$ cat src/rxs_pkg.sv
// Constants and carrier types for the reset and external bus strobe block.
// Assumes one system clock at 250 MHz standing in for the oscillator input.
package rxs_pkg;

  // ==========================================================================
  // Timing
  // ==========================================================================
  localparam int unsigned RESET_HOLD_OSC   = 24;
  localparam logic [4:0]  RESET_HOLD_CNT   = 5'(RESET_HOLD_OSC);
  localparam logic [4:0]  RESET_OUT_CNT    = 5'(RESET_HOLD_OSC);
  localparam int unsigned MACHINE_OSC      = 12;
  localparam logic [3:0]  PHASE_LAST       = 4'(MACHINE_OSC - 1);
  localparam logic [3:0]  PHASE_ALE0       = 4'h0;
  localparam logic [3:0]  PHASE_ALE1       = 4'h6;
  localparam logic [3:0]  PHASE_ADDR_END   = 4'h2;
  localparam logic [15:0] INTERNAL_LIMIT   = 16'h2000;

  // ==========================================================================
  // Types
  // ==========================================================================
  typedef struct packed {
    logic        fetchReq;
    logic [15:0] fetchAddr;
    logic        dataReq;
    logic        dataWrite;
    logic [15:0] dataAddr;
    logic [7:0]  dataOut;
  } rxs_req_t;

  typedef struct packed {
    logic [7:0] lowOut;
    logic [7:0] lowOe;
    logic [7:0] highAddr;
    logic       addrLatch;
    logic       programFetchStrobeN;
    logic       writeStrobeN;
    logic       readStrobeN;
  } rxs_bus_t;

  typedef enum logic [1:0] {
    CYC_IDLE  = 2'b00,
    CYC_FETCH = 2'b01,
    CYC_DATA  = 2'b10
  } rxs_cyc_t;

endpackage

$ cat src/rxs_reset_filter.sv
// Reset pin qualifier and outward reset pulse generator.
// Assumes resetPinIn synchronous to sys_clk; clock counts oscillator periods.
`timescale 1ns/10ps
module rxs_reset_filter (
  input  wire logic sys_clk,
  input  wire logic rstSyncN,
  input  wire logic resetPinIn,
  input  wire logic watchdogOverflow,
  output logic      coreReset,
  output logic      resetPinOut,
  output logic      resetPinOe
);

  // ==========================================================================
  // Hold counter and pulse counter
  // ==========================================================================
  logic [4:0] holdCnt_q, holdCnt_d;
  logic [4:0] pulseCnt_q, pulseCnt_d;
  logic       coreReset_q, coreReset_d;

  always_comb begin
    holdCnt_d   = holdCnt_q;
    pulseCnt_d  = pulseCnt_q;
    coreReset_d = coreReset_q;
    if (watchdogOverflow) begin
      pulseCnt_d  = rxs_pkg::RESET_OUT_CNT;
      coreReset_d = 1'b1;
    end else if (pulseCnt_q != 5'h0_0) begin
      pulseCnt_d = pulseCnt_q - 5'h0_1;
    end
    if (!resetPinIn) begin
      holdCnt_d = 5'h0_0;
      if (pulseCnt_q == 5'h0_0 && !watchdogOverflow) begin
        coreReset_d = 1'b0;
      end
    end else if (holdCnt_q != rxs_pkg::RESET_HOLD_CNT) begin
      holdCnt_d = holdCnt_q + 5'h0_1;
      if (holdCnt_q == rxs_pkg::RESET_HOLD_CNT - 5'h0_1) begin
        coreReset_d = 1'b1;
      end
    end
  end

  always_ff @(posedge sys_clk or negedge rstSyncN) begin
    if (!rstSyncN) begin
      holdCnt_q   <= 5'h0_0;
      pulseCnt_q  <= 5'h0_0;
      coreReset_q <= 1'b1;
    end else begin
      holdCnt_q   <= holdCnt_d;
      pulseCnt_q  <= pulseCnt_d;
      coreReset_q <= coreReset_d;
    end
  end

  assign coreReset   = coreReset_q;
  assign resetPinOut = (pulseCnt_q != 5'h0_0);
  assign resetPinOe  = (pulseCnt_q != 5'h0_0);

  // ==========================================================================
  // Checks
  // ==========================================================================
  a_hold_resets: assert property (@(posedge sys_clk) disable iff (!rstSyncN)
    (resetPinIn && holdCnt_q == rxs_pkg::RESET_HOLD_CNT - 5'h0_1) |=> coreReset_q)
    else $error("Reset not entered after hold time");
  a_wdog_pulse: assert property (@(posedge sys_clk) disable iff (!rstSyncN)
    watchdogOverflow |=> resetPinOe [*8])
    else $error("Watchdog reset pulse too short");

endmodule

$ cat src/rxs_top.sv
// Reset entry, clock halving and external memory strobe sequencer.
// Assumes the core presents requests in rxs_req_t and holds them until done.
`timescale 1ns/10ps
module rxs_top (
  input  wire logic             sys_clk,
  input  wire logic             nrst,
  input  wire logic             resetPinIn,
  input  wire logic             watchdog_timer_ovf,
  input  wire logic             external_fetch_select,
  input  wire rxs_pkg::rxs_req_t coreReq,
  input  wire logic [7:0]       lowIn,
  output logic                  resetPinOut,
  output logic                  resetPinOe,
  output logic                  coreReset,
  output logic                  internalClk,
  output logic                  fetchExternal,
  output logic                  reqDone,
  output logic [7:0]            readData,
  output rxs_pkg::rxs_bus_t     busOut
);

  // ==========================================================================
  // Reset synchroniser
  // ==========================================================================
  logic rstMeta_q;
  logic rstSyncN;
  always_ff @(posedge sys_clk or negedge nrst) begin
    if (!nrst) begin
      rstMeta_q <= 1'b0;
      rstSyncN  <= 1'b0;
    end else begin
      rstMeta_q <= 1'b1;
      rstSyncN  <= rstMeta_q;
    end
  end

  logic coreResetW;
  logic pinOutW;
  logic pinOeW;
  rxs_reset_filter uFilter (
    .sys_clk          (sys_clk),
    .rstSyncN         (rstSyncN),
    .resetPinIn       (resetPinIn),
    .watchdogOverflow (watchdog_timer_ovf),
    .coreReset        (coreResetW),
    .resetPinOut      (pinOutW),
    .resetPinOe       (pinOeW)
  );

  // ==========================================================================
  // Reset outputs, clock halving, fetch select latch
  // ==========================================================================
  logic clkHalf_q, clkHalf_d;
  logic extSel_q, extSel_d;
  logic resetOut_q, resetOe_q, coreRst_q;

  always_comb begin
    clkHalf_d = coreResetW ? 1'b0 : ~clkHalf_q;
    extSel_d  = coreResetW ? external_fetch_select : extSel_q;
  end

  always_ff @(posedge sys_clk or negedge rstSyncN) begin
    if (!rstSyncN) begin
      clkHalf_q  <= 1'b0;
      extSel_q   <= 1'b0;
      resetOut_q <= 1'b0;
      resetOe_q  <= 1'b0;
      coreRst_q  <= 1'b1;
    end else begin
      clkHalf_q  <= clkHalf_d;
      extSel_q   <= extSel_d;
      resetOut_q <= pinOutW;
      resetOe_q  <= pinOeW;
      coreRst_q  <= coreResetW;
    end
  end

  assign internalClk = clkHalf_q;
  assign resetPinOut = resetOut_q;
  assign resetPinOe  = resetOe_q;
  assign coreReset   = coreRst_q;

  function automatic logic isExternal(input logic sel, input logic [15:0] pc);
    isExternal = !sel || (pc >= rxs_pkg::INTERNAL_LIMIT);
  endfunction

  // ==========================================================================
  // Strobe sequencer: twelve-period machine cycle
  // ==========================================================================
  logic [3:0]       phase_q, phase_d;
  rxs_pkg::rxs_cyc_t cyc_q, cyc_d;
  rxs_pkg::rxs_bus_t bus_q, bus_d;
  logic             done_q, done_d;
  logic [7:0]       rdata_q, rdata_d;
  logic             fetchExt_q, fetchExt_d;
  logic             aleSlot;
  logic             aleSkip;

  always_comb begin
    phase_d    = (phase_q == rxs_pkg::PHASE_LAST) ? 4'h0 : phase_q + 4'h1;
    cyc_d      = cyc_q;
    bus_d      = bus_q;
    done_d     = 1'b0;
    rdata_d    = rdata_q;
    fetchExt_d = isExternal(extSel_q, coreReq.fetchAddr);
    aleSlot    = (phase_q == rxs_pkg::PHASE_ALE0) || (phase_q == rxs_pkg::PHASE_ALE1);
    // Data cycle keeps its address pulse, drops the second one
    aleSkip    = (phase_q == rxs_pkg::PHASE_ALE1) && (cyc_q == rxs_pkg::CYC_DATA);
    bus_d.addrLatch = aleSlot && !aleSkip;
    if (phase_q == rxs_pkg::PHASE_LAST) begin
      bus_d.programFetchStrobeN = 1'b1;
      bus_d.writeStrobeN        = 1'b1;
      bus_d.readStrobeN         = 1'b1;
      bus_d.lowOe               = 8'h0_0;
      cyc_d = rxs_pkg::CYC_IDLE;
      // Request still held at done is not taken in that slot, but is taken again at the next PHASE_LAST
      if (cyc_q != rxs_pkg::CYC_IDLE) begin
        done_d = 1'b1;
      end else if (coreReq.dataReq) begin
        cyc_d          = rxs_pkg::CYC_DATA;
        bus_d.lowOut   = coreReq.dataAddr[7:0];
        bus_d.lowOe    = 8'hF_F;
        bus_d.highAddr = coreReq.dataAddr[15:8];
      end else if (coreReq.fetchReq && fetchExt_d) begin
        cyc_d          = rxs_pkg::CYC_FETCH;
        bus_d.lowOut   = coreReq.fetchAddr[7:0];
        bus_d.lowOe    = 8'hF_F;
        bus_d.highAddr = coreReq.fetchAddr[15:8];
      end
    end else if (phase_q == rxs_pkg::PHASE_ADDR_END) begin
      if (cyc_q == rxs_pkg::CYC_FETCH) begin
        bus_d.lowOe               = 8'h0_0;
        bus_d.programFetchStrobeN = 1'b0;
      end else if (cyc_q == rxs_pkg::CYC_DATA) begin
        bus_d.lowOut       = coreReq.dataOut;
        bus_d.lowOe        = coreReq.dataWrite ? 8'hF_F : 8'h0_0;
        bus_d.writeStrobeN = !coreReq.dataWrite;
        bus_d.readStrobeN  = coreReq.dataWrite;
      end
    end else if (phase_q == rxs_pkg::PHASE_LAST - 4'h1 && cyc_q != rxs_pkg::CYC_IDLE) begin
      rdata_d = lowIn;
    end
  end

  always_ff @(posedge sys_clk or negedge rstSyncN) begin
    if (!rstSyncN) begin
      phase_q    <= 4'h0;
      cyc_q      <= rxs_pkg::CYC_IDLE;
      bus_q      <= '{lowOut: 8'h0_0, lowOe: 8'h0_0, highAddr: 8'h0_0, addrLatch: 1'b0,
                      programFetchStrobeN: 1'b1, writeStrobeN: 1'b1, readStrobeN: 1'b1};
      done_q     <= 1'b0;
      rdata_q    <= 8'h0_0;
      fetchExt_q <= 1'b0;
    end else if (coreResetW) begin
      phase_q    <= 4'h0;
      cyc_q      <= rxs_pkg::CYC_IDLE;
      bus_q      <= '{lowOut: 8'h0_0, lowOe: 8'h0_0, highAddr: 8'h0_0, addrLatch: 1'b0,
                      programFetchStrobeN: 1'b1, writeStrobeN: 1'b1, readStrobeN: 1'b1};
      done_q     <= 1'b0;
      rdata_q    <= rdata_q;
      fetchExt_q <= fetchExt_d;
    end else begin
      phase_q    <= phase_d;
      cyc_q      <= cyc_d;
      bus_q      <= bus_d;
      done_q     <= done_d;
      rdata_q    <= rdata_d;
      fetchExt_q <= fetchExt_d;
    end
  end

  assign busOut        = bus_q;
  assign reqDone       = done_q;
  assign readData      = rdata_q;
  assign fetchExternal = fetchExt_q;

  // ==========================================================================
  // Checks
  // ==========================================================================
  a_clock_halves: assert property (@(posedge sys_clk) disable iff (!rstSyncN)
    !coreResetW && !$past(coreResetW) |-> internalClk != $past(internalClk))
    else $error("Internal clock did not toggle");
  a_ale_period: assert property (@(posedge sys_clk) disable iff (!rstSyncN || coreResetW)
    $rose(busOut.addrLatch) && cyc_q == rxs_pkg::CYC_IDLE && !coreReq.dataReq
      |-> ##6 (busOut.addrLatch || cyc_q == rxs_pkg::CYC_DATA))
    else $error("Latch strobe not every six periods");
  a_ale_skip: assert property (@(posedge sys_clk) disable iff (!rstSyncN)
    cyc_q == rxs_pkg::CYC_DATA && phase_q == rxs_pkg::PHASE_ALE1 |=> !busOut.addrLatch)
    else $error("Latch strobe during data cycle");
  a_ale_addr: assert property (@(posedge sys_clk) disable iff (!rstSyncN || coreResetW)
    cyc_q == rxs_pkg::CYC_DATA && phase_q == rxs_pkg::PHASE_ALE0
      |=> busOut.addrLatch && busOut.lowOut == coreReq.dataAddr[7:0])
    else $error("Data address not latched");
  a_fetch_low: assert property (@(posedge sys_clk) disable iff (!rstSyncN)
    !busOut.programFetchStrobeN |-> cyc_q == rxs_pkg::CYC_FETCH)
    else $error("Fetch strobe outside fetch");
  a_int_region: assert property (@(posedge sys_clk) disable iff (!rstSyncN)
    extSel_q && coreReq.fetchAddr < rxs_pkg::INTERNAL_LIMIT |=> !fetchExternal)
    else $error("Internal fetch sent outside");
  a_ext_all: assert property (@(posedge sys_clk) disable iff (!rstSyncN)
    !extSel_q |=> fetchExternal)
    else $error("Fetch not external with select low");
  a_strobe_excl: assert property (@(posedge sys_clk) disable iff (!rstSyncN)
    !(busOut.writeStrobeN == 1'b0 && busOut.readStrobeN == 1'b0))
    else $error("Read and write strobes together");
  a_sel_frozen: assert property (@(posedge sys_clk) disable iff (!rstSyncN)
    !coreResetW |=> extSel_q == $past(extSel_q))
    else $error("Fetch select changed after reset");
  a_high_addr: assert property (@(posedge sys_clk) disable iff (!rstSyncN)
    cyc_q == rxs_pkg::CYC_DATA && phase_q == 4'h1 |-> busOut.highAddr == coreReq.dataAddr[15:8])
    else $error("High address byte wrong");

endmodule

$ cat config.mk
export PLATFORM = sky130hd
export DESIGN_NAME = rxs_top
export DESIGN_NICKNAME = d
export VERILOG_FILES = /design/src/rxs_pkg.sv /design/src/rxs_reset_filter.sv /design/src/rxs_top.sv
export SDC_FILE = /design/constraint.sdc
export NUM_CORES = 1
export LEC_CHECK = 0
export ABC_AREA = 1
export BUFFER_PORTS_ARGS = -buffer_cell sky130_fd_sc_hd__buf_2
export CORE_MARGIN = 4
export CORE_UTILIZATION = 35
export DETAILED_ROUTE_END_ITERATION = 8
export SLEW_MARGIN = 20
export SYNTH_ARGS = -nofsm -noshare
export SYNTH_HDL_FRONTEND = slang
export SYNTH_SLANG_ARGS = --single-unit
$ cat constraint.sdc
create_clock -name sys_clk -period 2.6 [get_ports sys_clk]
set_input_delay 0.39 -clock sys_clk [delete_from_list [all_inputs] [get_ports sys_clk]]
set_output_delay 0.39 -clock sys_clk [all_outputs]
set_load 0.05 [all_outputs]
* Word level (Yosys, flattened, before mapping)
Index checks and enable logic that the tools add are counted.
** Word-level totals
- Word-level logic and storage cells :: 106
- Bits of input ports :: 56
- Output and inout port bits :: 42
- Register bits after elaboration :: 61
** Operators by class
- $add $sub $neg :: 3
- Bitwise operators :: 4
- Reductions and logical operators :: 28
- Magnitude comparators :: 1
- Mux-type cells :: 36
- Equal/unequal tests :: 13
** Operators with widths (number)
- two-way mux 24 bit :: 3
- two-way mux 16 bit :: 3
- two-way mux 8 bit :: 4
- two-way mux 28 bit :: 1
- two-way mux 5 bit :: 4
- >= comparator 16 x 14 -> 1 bit, second input constant :: 1
- two-way mux 2 bit :: 6
- nonzero test 3 bit :: 4
- two-way mux 1 bit :: 11
- equality test 4 bit, second input constant :: 2
- two-way mux 4 bit :: 2
- two-way mux 3 bit :: 2
- != test 3 x 2 -> 1 bit, second input constant :: 2
- AND reduction 3 bit :: 2
- nonzero test 2 bit :: 3
- adder 5 x 1 -> 5 bit, second input constant :: 1
- equality test 5 bit, second input constant :: 1
- logical AND 1 bit :: 5
- zero test 5 bit :: 1
- != test 5 bit, second input constant :: 1
- AND reduction 5 bit :: 1
- nonzero test 5 bit :: 1
- subtractor 5 x 1 -> 5 bit, second input constant :: 1
- adder 4 x 1 -> 4 bit, second input constant :: 1
- other kinds (13) :: 22

* Longest topological paths before layout
- Depth after elaboration :: 8
- Mapped depth :: 10
- Depth with buffers taken out :: 10

* Hierarchy
A second synthesis with hierarchy kept.
** Second synthesis, totals
- Cells, all modules :: 343
- Area, all modules :: 2892.8 um^2
** By module, submodules not included
- rxs_top :: times used 1, area an instance 2282.2 um^2, seq. area each 1106.1 um^2, cells each 270
- rxs_reset_filter :: times used 1, area an instance 610.6 um^2, seq. area each 276.5 um^2, cells each 73

* Worst setup path after synthesis
Ideal clock, no wire load.
- Kind :: reg-to-reg
- Start point :: register uFilter.coreReset_q (netlist: uFilter.coreReset)
- End point :: register rdata_q[0] (netlist: readData[0])
- Path slack :: 1085 ps
- Required time :: 2475 ps
- Clock period less this slack :: 1515 ps
- Stages on the path, launching flop included :: 5
- Path buffers :: 1
- Library setup time :: 125 ps
- Arrival :: 1390 ps
- Path through :: dfstp_2 -> buf_2 -> nor2_1 -> nand2_1 -> mux2_2
** On the way
- Longest elaborated chain between the ends :: 2
** RTL lines
- from (decl) :: RTL line rxs_reset_filter.sv:19 : logic coreReset_q, coreReset_d;
- from (signal assigned) :: RTL line rxs_reset_filter.sv:52 : coreReset_q <= coreReset_d;
- NOT 1 bit (no source line)
- AND reduction 4 bit (no source line)
- to (signal assigned) :: RTL line rxs_top.sv:160 : rdata_q <= rdata_q;
- to (signal assigned) :: RTL line rxs_top.sv:167 : rdata_q <= rdata_d;
- to (decl) :: RTL line rxs_top.sv:94 : logic [7:0] rdata_q, rdata_d;
Every way passes these cells.
A chain may end at the register's enable or synchronous reset.

* Final worst setup path
- Start point :: register uFilter.coreReset_q (netlist: uFilter.coreReset)
- End point :: register bus_q, in the netlist busOut[26]
** On the way
- Longest elaborated chain between the ends :: 2
- Elaborated cells on any way between the ends :: 7
** RTL lines
- != test 4 x 2 -> 1 bit (no source line) (tied with other cells)
- AND reduction 5 bit (no source line)
- to (signal assigned) :: RTL line rxs_top.sv:149 : bus_q <= '{lowOut: 8'h0_0, lowOe: 8'h0_0, highAddr: 8'h0_0, addrLatch: 1'b0,
- to (signal assigned) :: RTL line rxs_top.sv:157 : bus_q <= '{lowOut: 8'h0_0, lowOe: 8'h0_0, highAddr: 8'h0_0, addrLatch: 1'b0,
- to (signal assigned) :: RTL line rxs_top.sv:165 : bus_q <= bus_d;
- to (decl) :: RTL line rxs_top.sv:92 : rxs_pkg::rxs_bus_t bus_q, bus_d;
Several ways; a longest one is shown, not always the timed one.

==> impl_results.md <==
- Fin. max-slew vios: 0
- Fill cell count: 799
- Post-DR vias/cell: 4.565
- Syn nets: 395
- Largest net degree at the start of global routing: 27
- TritonCTS clock tree: done
- PortBufs: 97
- Placer Congestion: 0.8213
- Starting DRT DRC Count: 97
- P_leak: 1.903 nW
- Root buffer cell: clkbuf_8
- P&R area growth vs syn: 24.12%
- Postcts setup bufs: 0
- Compound-Gate Fraction of Synth Area: 0.06521
- CP Capture Type: flip-flop
- Starting Density: 0.3569
- I/O Pins: 98
- Final Setup Violations: 0
- Fin crit share: 0.6953
- Reg-to-reg endpoint: busOut[26]
- Post-Synth Adder-Cell Area: 0.03192
- Dpl cells: 520
- Clock Latency Late Sink: 300 ps
- Residual DRC: 0
- DP HPWL: 5107 um
- Sequential Power Share: 0.545
- Die width: 96.54 um
- Clock Sinks: 54
- Routed via count: 2415
- Design internal power: 1.231 mW
- GR Util All Layers: 0.1462
- Ratio of cells with drive above 1 in the final layout: 0.3162
- # rows: 32
- Critical Path RT: 2850 ps
- Switching share of power: 0.2488
- Worst R2R Start: uFilter.coreReset
- Simple-gate share of the synthesized area: 0.2886
- Area of the core: 7687 um^2
- Drt first pass iters: 4
- Clock buffer count from CTS: 5
- CP Max Fanout: 12
- Critical Path AT: 2050 ps
- Reg2Reg Setup Slack: 790 ps
- Power per cell area: 481.3 nW/um^2
- Synth cell types: 30
- HP Class: flip-flop to async pin
- Clock share of power: 0.337
- Top post-synthesis cells by area: dfrtp_1 (45%), nand2_1 (18%), dfstp_2 (4.8%)
- Worst setup margin: 792.2 ps
- Outcome: complete, no violations
- Clk_skew: 5.036 ps
- Max clock buf depth: 2
- Tmin final: 1808 ps
- Seq/Total Area, Yosys: 0.4948
- Total congestion overflow: 0
- Ys async rst share: 1.000
- Largest family of logic cells by synthesized area: simple AND/OR/NAND/NOR gates
- Synth Cell Area: 2744 um^2
- Xor/xnor share of the synthesized area: 0.009576
- Synth Flop Type: dfrtp_1
- Routed WL: 6567 um
- Setup TNS: 0 ps
- Net load switching power: 407.8 uW
- Register bit total from synthesis: 54
- Die Height: 96.54 um
- CTS clk-pin slew, worst paths: 90 ps
- Ys Warns: 0
- Worst relative slew slack: 0.6001
- Antenna cells: 0
- Max VDD drop: 0.3089 mV
- Pre-CTS setup slack: 785.8 ps
- Peak Freq: 0.5532 GHz
- H-tree depth: 2
- Synth area leader: dfrtp_1
- Mapped Avg Cell Area: 8.265 um^2
- # nets final: 489
- Synth Instances: 332
- R2R cell count: 8
- RSZ-0062 raised after global routing: no
- Final Hold Fails: 0
- Die area: 9320 um^2
- Post-Layout Cell Count: 529
- Worst-margin pin slew: 599.8 ps
- Critical Setup Path Class: flip-flop to flip-flop
- Global-route wire length before repair: 10670 um
- Vias in the first global route: 2272
- Post-synthesis mux area share: 0.03283
- DR WL/cell: 12.41 um
- Max_cap viols: 0
- Startpoint types: flip-flop
- Logic pwr share: 0.119
- EDFF count, synth: 0
- Routed Antenna Nets: 0
- Top cell type's share of synthesized area: 0.4469
- Antenna violations before repair: 0
## worst max-delay path by stage
stage                            startpoint    endpoint
after floorplan                    rstSyncN  busOut[10]
after CTS                 uFilter.coreReset  busOut[26]
after global placement    uFilter.coreReset  busOut[26]
after detailed placement  uFilter.coreReset  busOut[26]
after global routing      uFilter.coreReset  busOut[22]
final                     uFilter.coreReset  busOut[26]
## layout by cell type (no fill, tap or decap), types with 7 or more instances in the layout
| cell | instances |
|---|---|
| inv_1 | 28 |
| nor2_1 | 21 |
| nand3_1 | 10 |
| a21oi_1 | 16 |
| dfrtp_1 | 48 |
| nand4_1 | 10 |
| buf_2 | 97 |
| mux2_2 | 8 |
| nand2_1 | 130 |
| ha_1 | 7 |
| o21ai_0 | 8 |
## cell usage after synthesis, types with 5 or more instances
master	number
buf_4	8
a21oi_1	16
nand4_1	10
ha_1	7
dfrtp_1	49
o21ai_0	8
inv_2	5
nand3_1	10
inv_1	28
dfstp_2	5
mux2_2	8
nand2_1	130
nor2_1	21
## final cells by class
class | count | area (um^2) | share of cell area
Sequential cell | 54 | 1359 | 0.3990
Multi-Input combinational cell | 232 | 1179 | 0.3461
Timing Repair Buffer | 100 | 510.5 | 0.1499
Tap cell | 102 | 127.6 | 0.03747
Inverter | 33 | 123.9 | 0.03637
Clock buffer | 7 | 76.32 | 0.02241
Clock inverter | 1 | 30.03 | 0.008817
## power by group through the flow
stage               Sequential, mW  Clock (mW)  Combinational (mW)
floorplan                    0.939           0              0.0849
global placement             0.909           0               0.192
detailed placement           0.909           0               0.195
CTS                          0.894       0.572               0.197
global route                 0.899       0.605               0.220
finish                       0.893       0.552               0.195
## timing repair
item,in CTS,in global routing
endpoints found under the setup margin,0,0
resized for setup,0,0
hold buffers,1,0
hold endpoints to repair,2,0
## cell families after synthesis
| family | after synthesis |
|---|---|
| AO/OA/AOI/OAI | 31 |
| XOR/XNOR | 3 |
| adder cells (fa/ha/maj) | 7 |
| buffers and inverters | 46 |
| flip-flops | 54 |
| multiplexers | 8 |
| other | 1 |
| AND/OR/NAND/NOR | 182 |
## through the flow
step,util,power [mW],cell area (um^2),hold slack [ps]
6_report,0.4430,1.639,3406,281.4
5_1_grt,0.4430,1.725,3406,307.5
3_3_place_gp,0.4279,1.101,3289,177.1
3_5_place_dp,0.4279,1.104,3289,178.4
2_1_floorplan,-,1.024,2744,94.41
4_1_cts,0.4430,1.662,3406,293.7
## per-layer routing
| layer | vias up | wire (um) | track usage | part of all wire |
|---|---|---|---|---|
| li1 | 1225 | - | - | - |
| met1 | 1108 | 3017 | 0.2044 | 0.46 |
| met2 | 80 | 2955 | 0.2293 | 0.45 |
| met3 | 2 | 568 | 0.03950 | 0.086 |
| met4 | 0 | 25 | 0.02804 | 0.0038 |
| met5 | - | 0 | 0 | 0 |
## registers in the layout, indices dropped and copies added (netlist names), 2 cells and up
signal              cells
cyc_q                   2
readData                8
phase_q                 4
uFilter.holdCnt_q       5
busOut                 21
uFilter.pulseCnt_q      5
## worst max-delay path: stages, from the launching register on
cell and delay (ps):
dfstp_2 730, inv_1 230, nand2_4 150, inv_2 60
nand2_2 110, nand3_4 170, nor2_8 170, nand2_1 80
nand2_1 60
No activity file was read; power rests on OpenSTA's default activity.
